## config.mk

```make
export PLATFORM = sky130hd
export DESIGN_NAME = dblc_host
export DESIGN_NICKNAME = d
export VERILOG_FILES = /design/src/verilog/dblc_pkg.sv /design/src/verilog/dblc_cnt.sv /design/src/verilog/dblc_host.sv
export VERILOG_INCLUDE_DIRS = /design/src /design/src/verilog
export SDC_FILE = /design/constraint.sdc
export NUM_CORES = 1
export LEC_CHECK = 0
export ABC_CLOCK_PERIOD_IN_PS = 2700
export BUFFER_PORTS_ARGS = -buffer_cell sky130_fd_sc_hd__buf_2
export CORE_AREA = 3 3 54 56
export CTS_CLUSTER_DIAMETER = 120
export DETAILED_ROUTE_END_ITERATION = 6
export DIE_AREA = 0 0 57 59
export GPL_TIMING_DRIVEN = 0
export HOLD_SLACK_MARGIN = 0.03
export PLACE_DENSITY = 0.75
export SYNTH_ARGS = -nofsm -noshare
export SYNTH_HDL_FRONTEND = slang
export SYNTH_HIERARCHICAL = 1
export SYNTH_SLANG_ARGS = --single-unit
```

## constraint.sdc

```tcl
create_clock -name CLK_SYS_I -period 2.7 [get_ports CLK_SYS_I]
set_input_delay 0.135 -clock CLK_SYS_I [delete_from_list [all_inputs] [get_ports CLK_SYS_I]]
set_output_delay 0.135 -clock CLK_SYS_I [all_outputs]
set_load 0.05 [all_outputs]
```

## src/verilog/dblc_defs.svh

```systemverilog
// Constants for the double-buffered converter latch controller.
`ifndef DBLC_DEFS_SVH
`define DBLC_DEFS_SVH
// Minimum qualified write strobe low time in ns.
`define DBLC_STROBE_MIN_NS 900
// Minimum data hold time after the strobe rises, in ns.
`define DBLC_HOLD_MIN_NS 50
// System clock period in ns.
`define DBLC_CLK_PERIOD_NS 50
// Strobe low cycles, rounded up.
`define DBLC_STROBE_CYC ((`DBLC_STROBE_MIN_NS + `DBLC_CLK_PERIOD_NS - 1) / `DBLC_CLK_PERIOD_NS)
// Hold cycles, rounded up, at least one.
`define DBLC_HOLD_CYC ((`DBLC_HOLD_MIN_NS + `DBLC_CLK_PERIOD_NS - 1) / `DBLC_CLK_PERIOD_NS)
// Data width of the converter code.
`define DBLC_DATA_W 8
// Reset value of the data pins.
`define DBLC_DATA_RST 8'h00
`endif

```

## src/verilog/dblc_pkg.sv

```systemverilog
// Types shared by the double-buffered converter latch controller.
`include "dblc_defs.svh"
package dblc_pkg;
	// Command codes requested on the user port.
	typedef enum logic [1:0] {
		DBLC_CMD_LOAD  = 2'b00,
		DBLC_CMD_TRANSFER_SELECT_N  = 2'b01,
		DBLC_CMD_WRITE = 2'b10,
		DBLC_CMD_FLOW  = 2'b11
	} dblc_cmd_t;
	// Sequencer states.
	typedef enum logic [2:0] {
		DBLC_ST_IDLE  = 3'b000,
		DBLC_ST_SETUP = 3'b001,
		DBLC_ST_PULSE = 3'b010,
		DBLC_ST_HOLD  = 3'b011,
		DBLC_ST_FLOW  = 3'b100
	} dblc_state_t;
	// Pin group driven toward the converter.
	typedef struct packed {
		logic       input_latch_qualifier;
		logic       chip_select_n;
		logic       input_write_strobe_n;
		logic       transfer_write_strobe_n;
		logic       transfer_select_n;
		logic [7:0] data_in_bits;
	} dblc_pins_t;
endpackage

```

## src/verilog/dblc_cnt.sv

```systemverilog
// Down counter that times strobe and hold phases.
`timescale 1ns/1ns
module dblc_cnt
	import dblc_pkg::*;
#(
	parameter int W = 6
) (
	input  wire logic         clk_i,
	input  wire logic         rst_n_i,
	input  wire logic         load_i,
	input  wire logic [W-1:0] value_i,
	output logic              done_o
);
	logic [W-1:0] cnt_ff;  // Remaining cycles.
	logic [W-1:0] nxt_cnt; // Next remaining cycles.

	// A load sets the count; otherwise it falls to zero and stays there.
	always_comb begin
		nxt_cnt = cnt_ff;
		if (load_i) begin
			nxt_cnt = value_i;
		end else if (cnt_ff != '0) begin
			nxt_cnt = cnt_ff - W'(1);
		end
	end

	// Register the count; reset leaves it expired.
	always_ff @(posedge clk_i) begin
		if (!rst_n_i) begin
			cnt_ff <= '0;
		end else begin
			cnt_ff <= nxt_cnt;
		end
	end

	// Done is high on the last loaded cycle (count one) and once the count has run out.
	assign done_o = (cnt_ff == W'(1)) || (cnt_ff == '0);
endmodule // dblc_cnt

```

## src/verilog/dblc_host.sv

```systemverilog
// Controller that drives the latch pins of a double-buffered 8-bit converter.
`timescale 1ns/1ns
`include "dblc_defs.svh"

// Functional notes
// - Double buffer: select low, pulse input strobe.
// - Single buffer pulses only input strobe.
// - Hold each strobe low at least 900 ns.
// - Keep data 50 ns after strobe rises.
// - Data latched on strobe rising edge.
// - Stretch strobe and hold in wait states.
// - Single buffer latches in input register.
// - Qualifier tied high when freeze unused.
module dblc_host
	import dblc_pkg::*;
#(
	parameter int DATA_W    = `DBLC_DATA_W,
	parameter int STROBE_CY = `DBLC_STROBE_CYC,
	parameter int HOLD_CY   = `DBLC_HOLD_CYC
) (
	input  wire logic              CLK_SYS_I,
	input  wire logic              RST_N_I,
	input  wire logic              REQ_VALID_I,
	input  wire dblc_cmd_t         REQ_CMD_I,
	input  wire logic [DATA_W-1:0] REQ_DATA_I,
	input  wire logic              FREEZE_I,
	output logic                   REQ_READY_O,
	output logic                   DONE_O,
	output logic                   INPUT_LATCH_QUALIFIER_O,
	output logic                   CHIP_SELECT_N_O,
	output logic                   INPUT_WRITE_STROBE_N_O,
	output logic                   TRANSFER_WRITE_STROBE_N_O,
	output logic                   TRANSFER_SELECT_N_O,
	output logic [DATA_W-1:0]      DATA_IN_BITS_O
);
	localparam int CW = 6; // Counter width, enough for the strobe figure.

	dblc_state_t       state_ff;    // Sequencer state.
	dblc_state_t       nxt_state;   // Next sequencer state.
	dblc_cmd_t         cmd_ff;      // Command in progress.
	dblc_cmd_t         nxt_cmd;     // Next command in progress.
	dblc_pins_t        pins_ff;     // Registered pin drive.
	dblc_pins_t        nxt_pins;    // Next pin drive.
	logic              done_ff;     // Completion pulse.
	logic              nxt_done;    // Next completion pulse.
	logic              frz_ff;      // Freeze request, registered.
	logic              cnt_load;    // Reload for the phase counter.
	logic [CW-1:0]     cnt_value;   // Value loaded into the counter.
	logic              cnt_done;    // Current phase has run out.

	// Phase timer for strobe width and hold time.
	dblc_cnt #(
		.W (CW)
	) u_cnt (
		.clk_i   (CLK_SYS_I),
		.rst_n_i (RST_N_I),
		.load_i  (cnt_load),
		.value_i (cnt_value),
		.done_o  (cnt_done)
	);

	// Ready only when idle or flowing, so requests never overlap a strobe.
	assign REQ_READY_O = (state_ff == DBLC_ST_IDLE) || (state_ff == DBLC_ST_FLOW);

	// Sequencer: setup, strobe low, strobe high with data held, then idle.
	always_comb begin
		nxt_state = state_ff;
		nxt_cmd   = cmd_ff;
		nxt_pins  = pins_ff;
		nxt_done  = 1'b0;
		cnt_load  = 1'b0;
		cnt_value = '0;
		// The qualifier follows the freeze input; high whenever freeze is unused.
		nxt_pins.input_latch_qualifier = ~frz_ff;
		case (state_ff)
			DBLC_ST_IDLE, DBLC_ST_FLOW: begin
				if (REQ_VALID_I) begin
					nxt_cmd = REQ_CMD_I;
					// Data goes out before the pulsed strobe falls; write and flow drop their other strobes with it, bit 0 as LSB.
					nxt_pins.data_in_bits = REQ_DATA_I;
					nxt_pins.input_write_strobe_n    = 1'b1;
					nxt_pins.transfer_write_strobe_n = 1'b1;
					nxt_pins.transfer_select_n       = 1'b1;
					nxt_pins.chip_select_n           = 1'b1;
					case (REQ_CMD_I)
						DBLC_CMD_LOAD: begin
							// Select gates the input latch only.
							nxt_pins.chip_select_n = 1'b0;
						end
						DBLC_CMD_TRANSFER_SELECT_N: begin
							// Transfer gates only the converter latch.
							nxt_pins.transfer_select_n = 1'b0;
						end
						DBLC_CMD_WRITE: begin
							// Converter register held open; input register latches.
							nxt_pins.chip_select_n           = 1'b0;
							nxt_pins.transfer_write_strobe_n = 1'b0;
							nxt_pins.transfer_select_n       = 1'b0;
						end
						default: begin
							// Flow through: every line low makes both latches transparent.
							nxt_pins.chip_select_n           = 1'b0;
							nxt_pins.input_write_strobe_n    = 1'b0;
							nxt_pins.transfer_write_strobe_n = 1'b0;
							nxt_pins.transfer_select_n       = 1'b0;
						end
					endcase
					if (REQ_CMD_I == DBLC_CMD_FLOW) begin
						nxt_state = DBLC_ST_FLOW;
						nxt_done  = 1'b1;
					end else begin
						nxt_state = DBLC_ST_SETUP;
					end
				end else if (state_ff == DBLC_ST_FLOW) begin
					// Output keeps following the data pins until another command.
					nxt_state = DBLC_ST_FLOW;
				end
			end
			DBLC_ST_SETUP: begin
				// Strobe falls one cycle after data and selects settle.
				if (cmd_ff == DBLC_CMD_TRANSFER_SELECT_N) begin
					nxt_pins.transfer_write_strobe_n = 1'b0;
				end else begin
					nxt_pins.input_write_strobe_n = 1'b0;
				end
				cnt_load  = 1'b1;
				cnt_value = CW'(STROBE_CY);
				nxt_state = DBLC_ST_PULSE;
			end
			DBLC_ST_PULSE: begin
				// Strobe stays low for the full minimum width.
				if (cnt_done) begin
					if (cmd_ff == DBLC_CMD_TRANSFER_SELECT_N) begin
						nxt_pins.transfer_write_strobe_n = 1'b1;
					end else begin
						nxt_pins.input_write_strobe_n = 1'b1;
					end
					cnt_load  = 1'b1;
					cnt_value = CW'(HOLD_CY);
					nxt_state = DBLC_ST_HOLD;
				end
			end
			DBLC_ST_HOLD: begin
				// Data and selects stay put past the rising edge for the hold time.
				if (cnt_done) begin
					nxt_pins.chip_select_n     = 1'b1;
					nxt_pins.transfer_select_n = (cmd_ff == DBLC_CMD_WRITE) ? 1'b0 : 1'b1;
					nxt_done  = 1'b1;
					nxt_state = DBLC_ST_IDLE;
				end
			end
			default: begin
				nxt_state = DBLC_ST_IDLE;
			end
		endcase
	end

	// State and pin registers; reset leaves every strobe inactive.
	always_ff @(posedge CLK_SYS_I) begin
		if (!RST_N_I) begin
			state_ff <= DBLC_ST_IDLE;
			cmd_ff   <= DBLC_CMD_LOAD;
			done_ff  <= 1'b0;
			frz_ff   <= 1'b0;
			pins_ff  <= '{input_latch_qualifier: 1'b1, chip_select_n: 1'b1,
				input_write_strobe_n: 1'b1, transfer_write_strobe_n: 1'b1,
				transfer_select_n: 1'b1, data_in_bits: `DBLC_DATA_RST};
		end else begin
			state_ff <= nxt_state;
			cmd_ff   <= nxt_cmd;
			done_ff  <= nxt_done;
			frz_ff   <= FREEZE_I;
			pins_ff  <= nxt_pins;
		end
	end

	// Pin outputs come straight from the registered group.
	assign INPUT_LATCH_QUALIFIER_O   = pins_ff.input_latch_qualifier;
	assign CHIP_SELECT_N_O           = pins_ff.chip_select_n;
	assign INPUT_WRITE_STROBE_N_O    = pins_ff.input_write_strobe_n;
	assign TRANSFER_WRITE_STROBE_N_O = pins_ff.transfer_write_strobe_n;
	assign TRANSFER_SELECT_N_O       = pins_ff.transfer_select_n;
	assign DATA_IN_BITS_O            = pins_ff.data_in_bits;
	assign DONE_O                    = done_ff;
endmodule // dblc_host

```

==> results by stage <==
Run status:
- The run finished with clean final reports.

Setup path:
- The startpoint of the most critical setup path is u_cnt/cnt_ff[3].
- Data on the critical path arrives at its endpoint at around 2.5 ns.
- The register-to-register path setup slack is 0.46 ns.
- The type of destination of the critical path is a register.
- The largest incremental delay on the critical path is 0.57 ns.
- The worst setup path is launched from a register.
- The worst flop-to-flop path startpoint is u_cnt/cnt_ff[3].
- The critical path class is register to register.
- The data required time at the worst endpoint is a little under 3 ns.
- The timing endpoint of the critical path is u_cnt/cnt_ff[5].
- In this run the worst path has a maximum fanout of 8.
- The worst register-to-register path ends at u_cnt/cnt_ff[5].
- The cell with the largest stage delay on the worst path is nor4_1.
- The number of cell instances on the worst register-to-register path is 8.
- Walking the worst path, the cells encountered are nor4_1 -> o21a_1 -> nand3b_1 -> nor2_1 -> or2_2 -> inv_1 -> o21ai_0 -> a21oi_1.

Logic synthesis:
- Of all flip-flops after synthesis, the portion carrying an async set or reset was 0%.
- The cell with the most instances after synthesis is dfxtp_1.
- The average cell area after synthesis is 8.439 um2.
- Ranked by total cell area, the synthesized netlist is headed by dfxtp_1 40%, nand2_1 7.0%, a21boi_1 5.8%.
- By count the netlist is led by 26 x dfxtp_1, 24 x nand2_1, 10 x a21boi_1, 10 x nand3_1, 8 x o21ai_0.
- Counting flops with a built-in enable in the synthesized netlist gives 0.
- Synthesis produced a netlist whose cell count is 153.
- dfxtp_1 takes more of the synthesized area than any other cell.
- The post-synthesis cell type count is 46.
- The share of Yosys cell area claimed by the top area cell type is 40.31%.
- The warning count from the yosys run is 6.
- The prevailing post-synth register cell is dfxtp_1.
- The sequential element share of the synthesized area is 40.31%.
- The total of flip-flops plus latches after synthesis is 26.
- In this run the cell area of the synthesized design comes to 1291 um2.

Floorplanning:
- The initialized floorplan defines 18 standard-cell rows.
- The die outline width is 57 um.
- The initial cell density of the core is 52.12%.
- The placeable core region is 2477 um2.
- 29 I/O pins were placed.
- The area enclosed by the die boundary is 3363 um2.
- The die height is 59 um.

Routing:
- The number of nets with antenna violations after routing is 0.
- For this run, the detailed router's first-pass iteration total came to 4.
- The average routed wire per standard cell is 12.52 um.
- The first-iteration detailed-routing DRC count is 65.
- The via total after detailed routing is 1201.
- The detailed-route vias per instance is 5.484.
- In the routed design, unresolved DRC markers number 0.
- Wires add up to 2741 um.

Timing:
- For the final database, setup skew stands at about 0.011 ns.
- Setup repair after global routing left no endpoint under its margin.
- The final sum of negative setup slack is 0 ns.
- At the pin with the least slew margin, the transition time is 0.5961 ns.
- The number of max-slew violations in the final report came to 0.
- The highest clock rate is 0.4457 GHz.
- The worst pin sits at a relative slew slack of 59.89%.
- The clock period minus worst slack is between 2 and 2.5 ns.
- In the finished design, the share of the clock period the worst path needs comes to 83.10%.
- Across all hold checks on the routed design, the worst slack comes to 0.03700 ns.
- Setup violations remaining at the end of the flow were counted as 0.
- The count of final hold-check violations was 0.

Finish:
- Summing all multi-input logic gate instances after layout gives 705.7 um2.
- The total inserted antenna cells is 0.
- In the final design database the tool counted 206 nets.
- The filler cells instantiated in the layout total 228.
- The sequential cells in the finished layout cover a total of 520.5 um2.
- The share of final-layout standard cells stronger than drive strength 1 is between 20 and 25%.
- The synthesis-to-layout area growth is 18.70%.

Pwr:
- IR analysis of the VDD net gives a maximum drop of between 400 and 500 uV.
- The share of power burned in registers is 41.3%.
- The analysis attributes to net switching a power of 476.2 uW.
- Combinational logic is responsible for 42.6% of the overall power.
- The clock network burns 16.1% of the power.
- The net switching share of the total power is approximately two fifths.
- The leakage power figure is 0.0006570 uW.
- Internal power comes to 734.1 uW.
- The power per standard cell area is 789.7 nW/um2.

GRT:
- The initial antenna violation count is 0.
- The overall fraction of global-route tracks in use is 17.36%.
- The via count of the first global-routing pass was 1060.
- The global-route wire length before repair is ~4600 um.
- For this run the aggregate overflow at the end of global routing stands at 0.
- The pin count of the biggest net entering global routing is 15.

Clocking:
- Clock tree synthesis inserted a total of 3 buffers.
- Clock-pin slew was measured on the worst setup and hold paths at 0.14 ns.
- For the worst-skew pair, the clock arrives at the later sink with an insertion delay of 0.32 ns.
- After clock tree synthesis, the repair step resized 0 gates.
- The number of clock sinks is 26.
- The total number of H-tree levels is 1.
- In this run the clock root is driven by a clkbuf_4.
- TritonCTS built the clock tree.
- The longest clock path from root to sink contains 2 buffers.
- The count of buffers added by post-CTS timing repair for setup is 0.

Placed design:
- The post-DP HPWL is 2068 um.
- Buffers placed on the I/O ports in this run total 28.
- The weighted congestion at the end of routability-driven global placement is 0.8658.

Run:
- Across the run, the number of max-cap violations was 0.

Hold path:
- The class of the worst hold path is input pin to register.
-- cell usage in the layout, fill, tap and decap left out, types with 3 or more instances in the layout --
master / instances
a21boi_1: 10
o21ai_0: 8
nand3_1: 10
a21oi_1: 4
nand2_1: 24
buf_2: 32
clkbuf_4: 3
nor2b_1: 4
xnor2_1: 3
and2_1: 4
dfxtp_1: 26
conb_1: 3
nor2_1: 4
inv_1: 7
-- sequential cells by signal (all words and copies together), names as in the netlist --
signal / count
CHIP_SELECT_N_O: 1
DATA_IN_BITS_O: 8
DONE_O: 1
INPUT_LATCH_QUALIFIER_O: 1
INPUT_WRITE_STROBE_N_O: 1
TRANSFER_SELECT_N_O: 1
TRANSFER_WRITE_STROBE_N_O: 1
cmd_ff: 2
frz_ff: 1
state_ff: 3
u_cnt/cnt_ff: 6
-- layout make-up --
class | count | share of cell area [%]
plain buffers | 8 | 3.020
clock buffers | 4 | 2.367
inverters | 7 | 1.714
multi-input cells | 114 | 46.04
flip-flops and latches | 26 | 33.96
well taps | 30 | 2.449
repair buffers | 30 | 10.45
-- worst min path at each step --
| stage | from | to | slack, ns | cells past startpoint |
|---|---|---|---|---|
| 2_1_floorplan | FREEZE_I | frz_ff | 0.26 | 1 |
| 3_3_place_gp | FREEZE_I | frz_ff | 0.34 | 2 |
| 3_5_place_dp | FREEZE_I | frz_ff | 0.35 | 2 |
| 4_1_cts | REQ_DATA_I[7] | DATA_IN_BITS_O[7] | 0.03 | 3 |
| 5_1_grt | REQ_DATA_I[2] | DATA_IN_BITS_O[2] | 0.03 | 3 |
| 6_report | REQ_DATA_I[2] | DATA_IN_BITS_O[2] | 0.04 | 3 |
-- per-layer routing --
metal | share of wire, % | track usage [%] | vias up
li1 | - | - | 606
met1 | 48 | 23.75 | 558
met2 | 45 | 28.06 | 32
met3 | 5.7 | 2.614 | 5
met4 | 1.3 | 5.960 | 0
met5 | 0 | 0 | -
-- through the flow --
| stage | util, % | setup WS (ns) | instances | power [uW] | area (um2) |
|---|---|---|---|---|---|
| floorplan | - | 0.8173 | 155 | 905.3 | 1299 |
| global placement | 59.60 | 0.5744 | 213 | 996.5 | 1476 |
| detailed placement | 59.60 | 0.5234 | 213 | 1017 | 1476 |
| CTS | 61.46 | 0.4876 | 218 | 1214 | 1523 |
| global route | 61.87 | 0.2941 | 219 | 1293 | 1533 |
| finish | 61.87 | 0.4562 | 219 | 1210 | 1533 |
-- worst max-delay path, delay by kind of cell, from the launching register on --
kind                   cells  cell delay, ns
and+or+nand+nor            4            1.04
AOI/OAI and AO/OA          3            0.61
DFF                        1            0.38
buffers and inverters      1            0.13
-- timing repair --
item,in CTS,in global routing
hold buffers,1,1
endpoints found under the hold margin,1,1
setup endpoints to repair,0,0
-- power by group through the flow --
stage | Clock [uW] | Sequential, uW | Combinational, uW
finish | 195 | 499 | 516
global route | 216 | 507 | 571
CTS | 202 | 499 | 514
detailed placement | 0 | 508 | 509
global placement | 0 | 504 | 493
floorplan | 0 | 570 | 335
-- logic make-up (layout without fill, tap and decap cells) --
kind of cell / Yosys count / count (layout) / share of synthesized area (%)
adder cells (fa/ha/maj): 2 / 2 / 1.938
other: 1 / 3 / 0.2904
AO/OA/AOI/OAI: 39 / 39 / 21.03
flip-flops: 26 / 26 / 40.31
multiplexers: 2 / 2 / 1.938
AND/OR/NAND/NOR: 65 / 65 / 26.84
XOR/XNOR: 3 / 3 / 2.035
buffers and inverters: 15 / 49 / 5.621
Note: power is estimated with default switching activity, not from simulation.
